## src/rtl/rcwd_defines.vh

```
// Purpose: shared constants of the reset cause and watchdog block
// Assumes: byte addresses on a 32-bit AXI4-Lite register bus
// Notes: definitions only
`ifndef RCWD_DEFINES_VH
`define RCWD_DEFINES_VH
`define RCWD_ADDR_CAUSE 4'h0
`define RCWD_ADDR_WDCTL 4'h4
`define RCWD_ADDR_CFG 4'h8
`define RCWD_ADDR_STAT 4'hC
`define RCWD_BIT_SCAN 4
`define RCWD_BIT_WDOG 3
`define RCWD_BIT_BROWN 2
`define RCWD_BIT_EXT 1
`define RCWD_BIT_POR 0
`define RCWD_BIT_TOE 4
`define RCWD_BIT_WDE 3
`define RCWD_TOE_CYCLES 3'h4
`define RCWD_WD_BASE_LOG2 14
`define RCWD_CFG_RESET 8'h00
`define RCWD_RESP_OKAY 2'h0
`define RCWD_RESP_SLVERR 2'h2
`endif

```

## src/rtl/rcwd_filter.v

```verilog
// Purpose: qualify a reset request that must persist for a minimum time
// Assumes: input already synchronous to clk_sys
// Notes: output rises only after the input has stood CYCLES clocks
`timescale 1ns/1ns
module rcwd_filter #(
   parameter CYCLES = 4,
   parameter CW = 8
) (
   clk_sys,
   rst,
   rawIn,
   qualOut
);
   input wire clk_sys;
   input wire rst;
   input wire rawIn;
   output reg qualOut;
   // Last count before the qualified level; sized to the counter
   localparam [CW-1:0] LAST = CYCLES - 1;
   reg [CW-1:0] cnt_reg;

   // Count while held; any gap restarts the count
   always @(posedge clk_sys) begin
      if (rst || !rawIn) begin
         cnt_reg <= {CW{1'b0}};
         qualOut <= 1'b0;
      end else if (cnt_reg >= LAST) begin
         qualOut <= 1'b1;
      end else begin
         cnt_reg <= cnt_reg + 1'b1;
      end
   end
endmodule

```

## src/rtl/rcwd_watchdog.v

```verilog
// Purpose: watchdog counter with selectable time-out
// Assumes: tick marks one period of the 1 MHz watchdog oscillator
// Notes: timeout is a one-cycle pulse on clk_sys
`timescale 1ns/1ns
module rcwd_watchdog #(
   parameter BASE_LOG2 = 14
) (
   clk_sys,
   rst,
   enable,
   restart,
   tick,
   prescale,
   timeout
);
   input wire clk_sys;
   input wire rst;
   input wire enable;
   input wire restart;
   input wire tick;
   input wire [2:0] prescale;
   output reg timeout;
   localparam W = BASE_LOG2 + 8;
   reg [W-1:0] cnt_reg;
   wire [W-1:0] limit;

   assign limit = ({{(W-1){1'b0}}, 1'b1} << (BASE_LOG2 + prescale)) - 1'b1;

   always @(posedge clk_sys) begin
      timeout <= 1'b0;
      if (rst || !enable || restart) begin
         cnt_reg <= {W{1'b0}};
      end else if (tick) begin
         if (cnt_reg >= limit) begin
            cnt_reg <= {W{1'b0}};
            timeout <= 1'b1;
         end else begin
            cnt_reg <= cnt_reg + 1'b1;
         end
      end
   end
endmodule

```

## src/rtl/rcwd_top.v

```verilog
// Purpose: reset source combining, start-up delay, cause flags, watchdog
// Assumes: detector levels and pin synchronous to clk_sys
// Notes: registers reached over AXI4-Lite, one word each
//
// Design decisions made here: the register addresses and the AXI4-Lite interface to the registers.
`timescale 1ns/1ns
`include "rcwd_defines.vh"
module rcwd_top #(
   parameter DELAY_W = 20,
   parameter PIN_MIN_CYCLES = 4,
   parameter BROWN_MIN_CYCLES = 8,
   parameter WD_BASE_LOG2 = `RCWD_WD_BASE_LOG2
) (
   clk_sys,
   rst,
   supplyLow,
   resetPinN,
   brownLow,
   brownoutDetectorEnableFuse,
   clockSelectFuses,
   scanResetReg,
   watchdogTick,
   watchdogRestartInstruction,
   converterEnable,
   comparatorBandgapSelect,
   coreReset,
   bandgapEnable,
   s_axi_awaddr,
   s_axi_awvalid,
   s_axi_awready,
   s_axi_wdata,
   s_axi_wstrb,
   s_axi_wvalid,
   s_axi_wready,
   s_axi_bresp,
   s_axi_bvalid,
   s_axi_bready,
   s_axi_araddr,
   s_axi_arvalid,
   s_axi_arready,
   s_axi_rdata,
   s_axi_rresp,
   s_axi_rvalid,
   s_axi_rready
);
   input wire clk_sys;
   input wire rst;
   input wire supplyLow;
   input wire resetPinN;
   input wire brownLow;
   input wire brownoutDetectorEnableFuse;
   input wire [3:0] clockSelectFuses;
   input wire scanResetReg;
   input wire watchdogTick;
   input wire watchdogRestartInstruction;
   input wire converterEnable;
   input wire comparatorBandgapSelect;
   output reg coreReset;
   output reg bandgapEnable;
   input wire [3:0] s_axi_awaddr;
   input wire s_axi_awvalid;
   output reg s_axi_awready;
   input wire [31:0] s_axi_wdata;
   input wire [3:0] s_axi_wstrb;
   input wire s_axi_wvalid;
   output reg s_axi_wready;
   output reg [1:0] s_axi_bresp;
   output reg s_axi_bvalid;
   input wire s_axi_bready;
   input wire [3:0] s_axi_araddr;
   input wire s_axi_arvalid;
   output reg s_axi_arready;
   output reg [31:0] s_axi_rdata;
   output reg [1:0] s_axi_rresp;
   output reg s_axi_rvalid;
   input wire s_axi_rready;

   localparam ST_RUN = 3'b001;
   localparam ST_HOLD = 3'b010;
   localparam ST_DELAY = 3'b100;

   reg [2:0] state_reg;
   reg [DELAY_W-1:0] delay_reg;
   reg [4:0] cause_reg;
   reg [4:0] cause_next;
   reg toe_reg;
   reg wde_reg;
   reg [2:0] presc_reg;
   reg [2:0] toeCnt_reg;
   reg [3:0] awaddr_reg;
   reg awHave_reg;
   reg [31:0] wdata_reg;
   reg [3:0] wstrb_reg;
   reg wHave_reg;
   reg [DELAY_W-1:0] delayLimit;
   wire pinQual;
   wire brownQual;
   wire wdTimeout;
   wire brownActive;
   wire anySource;
   wire wrFire;
   wire wrLow;

   // Pin low must persist to count
   rcwd_filter #(.CYCLES(PIN_MIN_CYCLES), .CW(8)) uPin (
      .clk_sys(clk_sys),
      .rst(rst),
      .rawIn(!resetPinN),
      .qualOut(pinQual)
   );

   rcwd_filter #(.CYCLES(BROWN_MIN_CYCLES), .CW(8)) uBrown (
      .clk_sys(clk_sys),
      .rst(rst),
      .rawIn(brownLow),
      .qualOut(brownQual)
   );

   // Counts ticks of the watchdog oscillator
   rcwd_watchdog #(.BASE_LOG2(WD_BASE_LOG2)) uWdog (
      .clk_sys(clk_sys),
      .rst(rst || coreReset),
      .enable(wde_reg),
      .restart(watchdogRestartInstruction),
      .tick(watchdogTick),
      .prescale(presc_reg),
      .timeout(wdTimeout)
   );

   assign brownActive = brownoutDetectorEnableFuse && brownQual;
   assign anySource = supplyLow || pinQual || brownActive || scanResetReg;

   always @* begin
      delayLimit = {{(DELAY_W-1){1'b0}}, 1'b1} << clockSelectFuses;
   end

   // Reset sequencer; source level is ORed straight into the output
   // path, so assertion costs one flop of latency and no more
   always @(posedge clk_sys) begin
      if (rst) begin
         state_reg <= ST_HOLD;
         delay_reg <= {DELAY_W{1'b0}};
         coreReset <= 1'b1;
      end else begin
         case (state_reg)
            ST_RUN: begin
               if (anySource) begin
                  state_reg <= ST_HOLD;
                  coreReset <= 1'b1;
               end else if (wdTimeout) begin
                  state_reg <= ST_DELAY;
                  delay_reg <= {DELAY_W{1'b0}};
                  coreReset <= 1'b1;
               end
            end
            ST_HOLD: begin
               coreReset <= 1'b1;
               delay_reg <= {DELAY_W{1'b0}};
               if (!anySource) begin
                  state_reg <= ST_DELAY;
               end
            end
            ST_DELAY: begin
               coreReset <= 1'b1;
               if (anySource) begin
                  state_reg <= ST_HOLD;
                  delay_reg <= {DELAY_W{1'b0}};
               end else if (delay_reg >= delayLimit) begin
                  state_reg <= ST_RUN;
                  coreReset <= 1'b0;
               end else begin
                  delay_reg <= delay_reg + 1'b1;
               end
            end
            default: begin
               state_reg <= ST_HOLD;
               coreReset <= 1'b1;
            end
         endcase
      end
   end

   // AXI write channels, taken in either order
   assign wrFire = awHave_reg && wHave_reg && !s_axi_bvalid;
   assign wrLow = wstrb_reg[0];
   always @(posedge clk_sys) begin
      if (rst) begin
         awHave_reg <= 1'b0;
         wHave_reg <= 1'b0;
         awaddr_reg <= 4'h0;
         wdata_reg <= 32'h0;
         wstrb_reg <= 4'h0;
         s_axi_awready <= 1'b0;
         s_axi_wready <= 1'b0;
         s_axi_bvalid <= 1'b0;
         s_axi_bresp <= `RCWD_RESP_OKAY;
      end else begin
         s_axi_awready <= !awHave_reg && !s_axi_awready && s_axi_awvalid;
         s_axi_wready <= !wHave_reg && !s_axi_wready && s_axi_wvalid;
         if (s_axi_awready && s_axi_awvalid) begin
            awHave_reg <= 1'b1;
            awaddr_reg <= s_axi_awaddr;
         end
         if (s_axi_wready && s_axi_wvalid) begin
            wHave_reg <= 1'b1;
            wdata_reg <= s_axi_wdata;
            wstrb_reg <= s_axi_wstrb;
         end
         if (wrFire) begin
            awHave_reg <= 1'b0;
            wHave_reg <= 1'b0;
            s_axi_bvalid <= 1'b1;
            if (awaddr_reg[1:0] != 2'h0 || awaddr_reg == `RCWD_ADDR_CFG) begin
               s_axi_bresp <= `RCWD_RESP_SLVERR;
            end else begin
               s_axi_bresp <= `RCWD_RESP_OKAY;
            end
         end else if (s_axi_bvalid && s_axi_bready) begin
            s_axi_bvalid <= 1'b0;
         end
      end
   end

   // Cause flags: hardware set wins over a software zero
   always @* begin
      cause_next = cause_reg;
      if (wrFire && wrLow && awaddr_reg == `RCWD_ADDR_CAUSE) begin
         cause_next = cause_reg & wdata_reg[4:0];
      end
      if (scanResetReg) cause_next[`RCWD_BIT_SCAN] = 1'b1;
      if (wdTimeout && state_reg == ST_RUN) cause_next[`RCWD_BIT_WDOG] = 1'b1;
      if (brownActive) cause_next[`RCWD_BIT_BROWN] = 1'b1;
      if (pinQual) cause_next[`RCWD_BIT_EXT] = 1'b1;
      if (supplyLow) begin
         cause_next[4:1] = 4'h0;
         cause_next[`RCWD_BIT_POR] = 1'b1;
      end
   end

   // Flags survive rst so software can read the cause after it
   always @(posedge clk_sys) begin
      cause_reg <= cause_next;
   end

   // Watchdog control register with protected disable
   always @(posedge clk_sys) begin
      if (rst || coreReset) begin
         toe_reg <= 1'b0;
         wde_reg <= 1'b0;
         presc_reg <= 3'h0;
         toeCnt_reg <= 3'h0;
      end else begin
         // Turn-off enable expires after four cycles
         if (toe_reg) begin
            toeCnt_reg <= toeCnt_reg + 1'b1;
            if (toeCnt_reg == `RCWD_TOE_CYCLES - 1'b1) toe_reg <= 1'b0;
         end
         if (wrFire && wrLow && awaddr_reg == `RCWD_ADDR_WDCTL) begin
            presc_reg <= wdata_reg[2:0];
            // Zero only honoured with turn-off enable
            if (wdata_reg[`RCWD_BIT_WDE]) begin
               wde_reg <= 1'b1;
            end else if (toe_reg) begin
               wde_reg <= 1'b0;
            end
            if (wdata_reg[`RCWD_BIT_TOE]) begin
               toe_reg <= 1'b1;
               toeCnt_reg <= 3'h0;
            end
         end
      end
   end

   always @(posedge clk_sys) begin
      if (rst) begin
         bandgapEnable <= 1'b0;
      end else begin
         bandgapEnable <= brownoutDetectorEnableFuse || comparatorBandgapSelect ||
            converterEnable;
      end
   end

   // AXI read channel
   always @(posedge clk_sys) begin
      if (rst) begin
         s_axi_arready <= 1'b0;
         s_axi_rvalid <= 1'b0;
         s_axi_rdata <= 32'h0;
         s_axi_rresp <= `RCWD_RESP_OKAY;
      end else begin
         s_axi_arready <= !s_axi_rvalid && !s_axi_arready && s_axi_arvalid;
         if (s_axi_arready && s_axi_arvalid) begin
            s_axi_rvalid <= 1'b1;
            s_axi_rresp <= `RCWD_RESP_OKAY;
            case (s_axi_araddr)
               `RCWD_ADDR_CAUSE: s_axi_rdata <= {27'h0, cause_reg};
               `RCWD_ADDR_WDCTL: s_axi_rdata <= {27'h0, toe_reg, wde_reg, presc_reg};
               `RCWD_ADDR_STAT: s_axi_rdata <= {29'h0, bandgapEnable, wde_reg, coreReset};
               default: begin
                  s_axi_rdata <= 32'h0;
                  s_axi_rresp <= `RCWD_RESP_SLVERR;
               end
            endcase
         end else if (s_axi_rvalid && s_axi_rready) begin
            s_axi_rvalid <= 1'b0;
         end
      end
   end
endmodule

```

## config.mk

```make
export PLATFORM = sky130hd
export DESIGN_NAME = rcwd_top
export DESIGN_NICKNAME = d
export VERILOG_FILES = /design/src/rtl/rcwd_filter.v /design/src/rtl/rcwd_watchdog.v /design/src/rtl/rcwd_top.v
export VERILOG_INCLUDE_DIRS = /design/src /design/src/rtl
export SDC_FILE = /design/constraint.sdc
export NUM_CORES = 1
export LEC_CHECK = 0
export ABC_AREA = 1
export ABC_CLOCK_PERIOD_IN_PS = 5100
export BUFFER_PORTS_ARGS = -buffer_cell sky130_fd_sc_hd__buf_2
export CORE_MARGIN = 2
export CORE_UTILIZATION = 40
export CTS_BUF_LIST = sky130_fd_sc_hd__clkbuf_8
export CTS_CLUSTER_SIZE = 14
export DETAILED_ROUTE_END_ITERATION = 10
export PLACE_DENSITY = 0.69
export SYNTH_ARGS = -nofsm -noshare
export SYNTH_HDL_FRONTEND = slang
export SYNTH_SLANG_ARGS = --single-unit
export TNS_END_PERCENT = 30
```

## constraint.sdc

```tcl
create_clock -name clk_sys -period 5.1 [get_ports clk_sys]
set_input_delay 1.02 -clock clk_sys [delete_from_list [all_inputs] [get_ports clk_sys]]
set_output_delay 1.02 -clock clk_sys [all_outputs]
set_load 0.005 [all_outputs]
```

==> results of run 1 <==
report_power, final:
group	total (mW)	switching [mW]	leakage, nW	internal (mW)
Sequential	0.834	0.0149	0.834	0.819
Combinational	0.144	0.0935	1.82	0.0507
Clock	0.511	0.309	0.0949	0.203
cells in the mapped netlist, drive strengths merged:
library cell	count
a211oi	2
a21boi	1
a21o	1
a21oi	55
a31oi	3
a41oi	1
and2	1
buf	38
clkbuf	8
conb	1
dfxtp	103
ha	42
inv	95
nand2	156
nand3	53
nand3b	1
nand4	31
nor2	122
nor3	18
nor4	7
o211ai	3
o21a	1
o21ai	33
o21bai	5
o22ai	1
o311ai	1
or2	8
xnor2	10
xor2	15
layer usage:
metal	GRT usage	part of all wire	up-vias
met5	0	0	-
met4	0.0431	0.014	0
met3	0.0291	0.036	18
met2	0.273	0.47	93
met1	0.219	0.48	2290
li1	-	-	2695
worst paths after layout:
check                          from  cells after the start           endpoint
setup reg to reg       presc_reg[1]                     13   uWdog.cnt_reg[7]
hold / removal    uBrown.cnt_reg[7]                      2  uBrown.cnt_reg[7]
hold reg to reg   uBrown.cnt_reg[7]                      2  uBrown.cnt_reg[7]
setup / recovery       presc_reg[1]                     13   uWdog.cnt_reg[7]
kinds of logic (layout without fill, tap and decap cells):
group | count (synthesis) | after routing | synth area share
xor+xnor | 25 | 25 | 0.0373
compound gates | 107 | 107 | 0.101
buf+inv | 141 | 158 | 0.113
flops | 103 | 103 | 0.352
other cells | 1 | 32 | 0.000639
simple gates | 397 | 397 | 0.307
fa+ha+maj | 42 | 42 | 0.0896
cell type report:
class	count	area, sq um	share of cell area
Clock buffer	10	138	0.0217
Clock inverter	6	57.6	0.00908
Inverter	95	357	0.0563
Multi-Input combinational cell	603	3260	0.514
Sequential cell	103	2060	0.325
Tap cell	184	230	0.0363
Timing Repair Buffer	47	235	0.0371
critical path, cell delays in order (launching register included):
cell and delay, ns:
dfxtp_1 0.43, inv_1 0.20, ha_1 0.40, inv_1 0.10, nor4_1 0.29, xnor2_1 0.13, ha_1 0.28, nand4_1 0.11
nor3_1 0.25, nand4_1 0.16, nand3_1 0.11, nand2_1 0.06, nand2_1 0.54, nor2_1 0.09
metrics by stage:
stage               hold WS [ns]  cell area (sq um)
floorplan                  0.398               5980
global placement           0.415               6140
detailed placement         0.417               6140
CTS                        0.434               6340
global route               0.445               6340
finish                     0.432               6340
==> metrics.txt, run 1 <==
Synth top area share=0.352; layout cells sized above 1=0.104; VDD IR max=0.117 mV; synthesis warning total=0; initial core utilization=0.407; Worst EP arrival=roughly 3.5 ns; vias in the first global route=4535; WL per Instance=about 12 um; nets@finish=~970; Setup crit end kind=flip-flop; CTS tree=yes; final setup margin=~1.8 ns; clk root buf=clkbuf_8; DIE AREA=15600 sq um; Power Total=1.49 mW; Power Dens Cells=~240 nW/um^2; non-filler cells, final=1048; CTS max path bufs=2; hold_buf cts=0; worst-margin pin slew=0.804 ns; Remaining DRCs=0; mapped cell area=5870 sq um; top fanout value on the critical path=20; Row Count=44; commonest non-fill, non-tap cells in the layout=153 x nand2_1, 117 x nor2_1, 103 x dfxtp_1; postcts setup bufs=0; Area growth, synth to finish=8.02%; CTS sink count=103; max-slew violations=0; GRT Total Usage=0.164; clk slew on worst S/H paths=0.11 ns; max-cap violations=0; Tmin final=3.28 ns; starting DRC count in detailed routing=297; largest net degree at the start of global routing=29; clk_skew=~0.012 ns; Final ANT Viol Nets=0; startpoint class of the critical path=flip-flop; die width=around 130 um; antenna violations before repair=0; sequential fraction of the synthesis area=0.352; Seq cells post-synth=103; outcome=finished clean; Final period util=0.644; fin util=0.439; clk_lat worst skew=0.38 ns; largest cells by area after synthesis=dfxtp_1 35%, nand2_1 9.8%, ha_1 9.0%; Hold Crit Class=reg -> reg; CTS Buf Count=9; worst endpoint required time=5.35 ns; top cell type by total area after synthesis=dfxtp_1; Fmax=~0.30 GHz; I/O Pins=107; placed cells=1032; pre-CTS setup slack=1.82 ns; unrepaired setup endpoints after global routing=false; I/O Buffers=47; H-tree Lvls=3; Setup TNS=0 ns; final hold viol count=0; Worst R2R Setup Slack=around 1.8 ns; most common cell after layout, fill and taps aside=nand2_1; Die Y=125 um; RePlAce Congestion=0.831; global-route wire length before repair=21.5 mm; max reg flops=22; GRT overflow=0; HPWL after DPL=between 9 and 10 mm; Pre-antenna DRT Iters=5; critical setup path kind=reg -> reg; drt total wl=between 10 and 15 mm; Syn Area/Cell=7.19 sq um; final setup fails=0; Netlist cell types=43; post_cts resized=0; total core area=14400 sq um; P_leak=approximately 2.7 nW; Filler cells=about 1600; Vias/cell=4.86; Max-slew headroom=0.464; # diodes=0; Vias=just over 5000; Mapped Cells=816
No activity file was read; power rests on OpenSTA's default activity.
==> run 2: changes to the inputs <==
- ABC_CLOCK_PERIOD_IN_PS: 5100 -> 3300
- clock period: 5.1 -> 3.3 ns (I/O delays scaled with it)
==> run 2 against run 1 <==
Compared with the run above: cell count grew 0.48%; sequential power grew 55%; register-to-register slack lost 1.3 ns; worst hold slack gained 0.0019 ns; power grew 54%; clock power grew 53%; count of clock-buffer cells in the layout shrank 1; combinational power grew 57%; global-route usage grew 0.47 points; clock skew grew 0.00087 ns; via count grew 0.20%; die area is the same; largest power group unchanged.
==> metrics.txt, run 2 (synthesis gave the netlist of run 1 again) <==
Die Y=125 um (unchanged); peak per-stage delay on the critical path=0.43 ns (was 0.54 ns); vias in the first global route=4701 (was 4535); top fanout value on the critical path=12 (was 20); CTS Buf Count=9 (unchanged); commonest non-fill, non-tap cells in the layout=153 x nand2_1, 117 x nor2_1, 103 x dfxtp_1 (unchanged); Worst EP arrival=3.03 ns (was 3.53 ns); Clk pwr share=0.340 (was 0.343); antenna violations before repair=0 (unchanged); Vias/cell=4.85 (was 4.86); clk root buf=clkbuf_8 (unchanged); CTS sink count=103 (unchanged); Pre-antenna DRT Iters=5 (unchanged); I/O Buffers=47 (unchanged); Remaining DRCs=0 (unchanged); largest net degree at the start of global routing=28 (was 29); # diodes=0 (unchanged); R2R cell count=14 (was 13); worst-margin pin slew=0.690 ns (was 0.804 ns); I/O Pins=107 (unchanged); Row Count=44 (unchanged); Power Dens Cells=360 nW/um^2 (was 235 nW/um^2); VDD IR max=0.158 mV (was 0.117 mV); Tmin final=2.75 ns (was 3.28 ns); clk_skew=0.0128 ns (was 0.0120 ns); outcome=finished clean (unchanged); P_leak=2.78 nW (was 2.75 nW); global-route wire length before repair=22.1 mm (was 21.5 mm); CP max-delay cell=dfxtp_1 (was nand2_1); switching power=656 uW (was 417 uW); H-tree Lvls=3 (unchanged); Final period util=0.834 (was 0.644); final hold viol count=0 (unchanged); Hold Path Origin=uBrown.cnt_reg[6] (was uBrown.cnt_reg[7]); Max-slew headroom=0.536 (was 0.464); clk slew on worst S/H paths=0.11 ns (about the same); Crit Reg-Reg Endpoint=uWdog.cnt_reg[2] (was uWdog.cnt_reg[7]); RePlAce Congestion=0.857 (was 0.831); Vias=5106 (was 5096); postcts setup bufs=0 (unchanged); clk_lat worst skew=0.39 ns (was 0.38 ns); HPWL after DPL=9.68 mm (was 9.67 mm); most common cell after layout, fill and taps aside=nand2_1 (unchanged); max-slew violations=0 (unchanged); Internal=1.64 mW (was 1.07 mW); GRT overflow=0 (unchanged); Setup TNS=0 ns (unchanged); initial core utilization=0.407 (unchanged); CTS tree=yes (unchanged); unrepaired setup endpoints after global routing=false (unchanged); layout cells sized above 1=0.108 (was 0.104); post_cts resized=0 (unchanged); Worst R2R Setup Slack=0.55 ns (was 1.82 ns); Setup crit end kind=flip-flop (unchanged); critical setup path kind=reg -> reg (unchanged); Filler cells=1515 (was 1567); Final ANT Viol Nets=0 (unchanged); worst setup path end=uWdog.cnt_reg[2] (was uWdog.cnt_reg[7]); max reg flops=22 (unchanged); DIE AREA=15600 sq um (unchanged); Fmax=0.363 GHz (was 0.305 GHz); Combinational Power Share=0.099 (was 0.097); Area growth, synth to finish=8.55% (was 8.02%); hold_buf cts=0 (unchanged); WL per Instance=12.1 um (was 12.2 um); Switching Share=0.286 (was 0.280); GRT Total Usage=0.168 (was 0.164); CTS max path bufs=2 (unchanged); worst endpoint required time=3.58 ns (was 5.35 ns); drt total wl=12.8 mm (about the same); max-cap violations=0 (unchanged); pre-CTS setup slack=0.383 ns (was 1.82 ns); final setup margin=0.548 ns (was 1.82 ns); total core area=14400 sq um (unchanged); register share of total power=0.562 (was 0.560); startpoint class of the critical path=flip-flop (unchanged); nets@finish=970 (was 965); starting DRC count in detailed routing=244 (was 297); Cell Chain, Critical Path=inv_1 -> ha_1 -> inv_1 -> nor4_1 -> xnor2_1 -> ha_1 -> nand4_1 -> nor3_1 -> nand4_1 -> nand3_1 -> nand2_1 -> nand2_1 -> buf_4 -> nor2_1 (was inv_1 -> ha_1 -> inv_1 -> nor4_1 -> xnor2_1 -> ha_1 -> nand4_1 -> nor3_1 -> nand4_1 -> nand3_1 -> nand2_1 -> nand2_1 -> nor2_1); Critical Path Start=presc_reg[1] (unchanged); Hold Crit Class=reg -> reg (unchanged); die width=125 um (unchanged); final setup fails=0 (unchanged); Crit Reg-Reg Startpoint=presc_reg[1] (unchanged)
## run 2: worst min-delay path by stage
stage	to	slack (ns)	depth (start not counted)
finish	uBrown.cnt_reg[6]	0.43	2
global route	s_axi_wready	0.45	1
CTS	s_axi_wready	0.43	1
detailed placement	s_axi_wready	0.41	1
global placement	s_axi_wready	0.41	1
floorplan	s_axi_wready	0.40	1
## run 2: stage by stage
stage          hold slack [ns]   util  total power [mW]  area [sq um]  cells
2_1_floorplan            0.398      -              1.50          5980    847
3_3_place_gp             0.413  0.428              1.54          6180   1037
3_5_place_dp             0.409  0.428              1.54          6180   1037
4_1_cts                  0.429  0.441              2.32          6370   1053
5_1_grt                  0.451  0.441              2.41          6370   1053
6_report                 0.434  0.441              2.29          6370   1053
## run 2: final cells by class
class | count | area (sq um) | area share
clock inverter | 7 | 65.1 | 0.0102
clock buffer | 9 | 124 | 0.0195
tap | 184 | 230 | 0.0362
multi-input combinational | 603 | 3260 | 0.511
inverter | 95 | 357 | 0.0560
sequential | 103 | 2060 | 0.324
timing repair buffer | 52 | 273 | 0.0428
## run 2: critical path, delay by kind of cell, from the launching register on
family | cells | cell delay (ns)
xor+xnor | 1 | 0.12
fa+ha+maj | 2 | 0.62
buf+inv | 3 | 0.37
flops | 1 | 0.43
simple gates | 8 | 1.11
## run 2: power by group through the flow
stage          clock, mW  sequential [mW]  combinational (mW)
6_report           0.780             1.29               0.226
5_1_grt            0.853             1.29               0.261
4_1_cts            0.800             1.29               0.227
3_5_place_dp           0             1.32               0.226
3_3_place_gp           0             1.32               0.222
2_1_floorplan          0             1.31               0.192
## run 2: routing by layer
metal / global-route usage / vias up / wire, um
met1: 0.223 / 2299 / 6130
met2: 0.280 / 81 / 6000
met5: 0 / - / 0
met3: 0.0338 / 15 / 453
li1: - / 2711 / -
met4: 0.0484 / 0 / 189
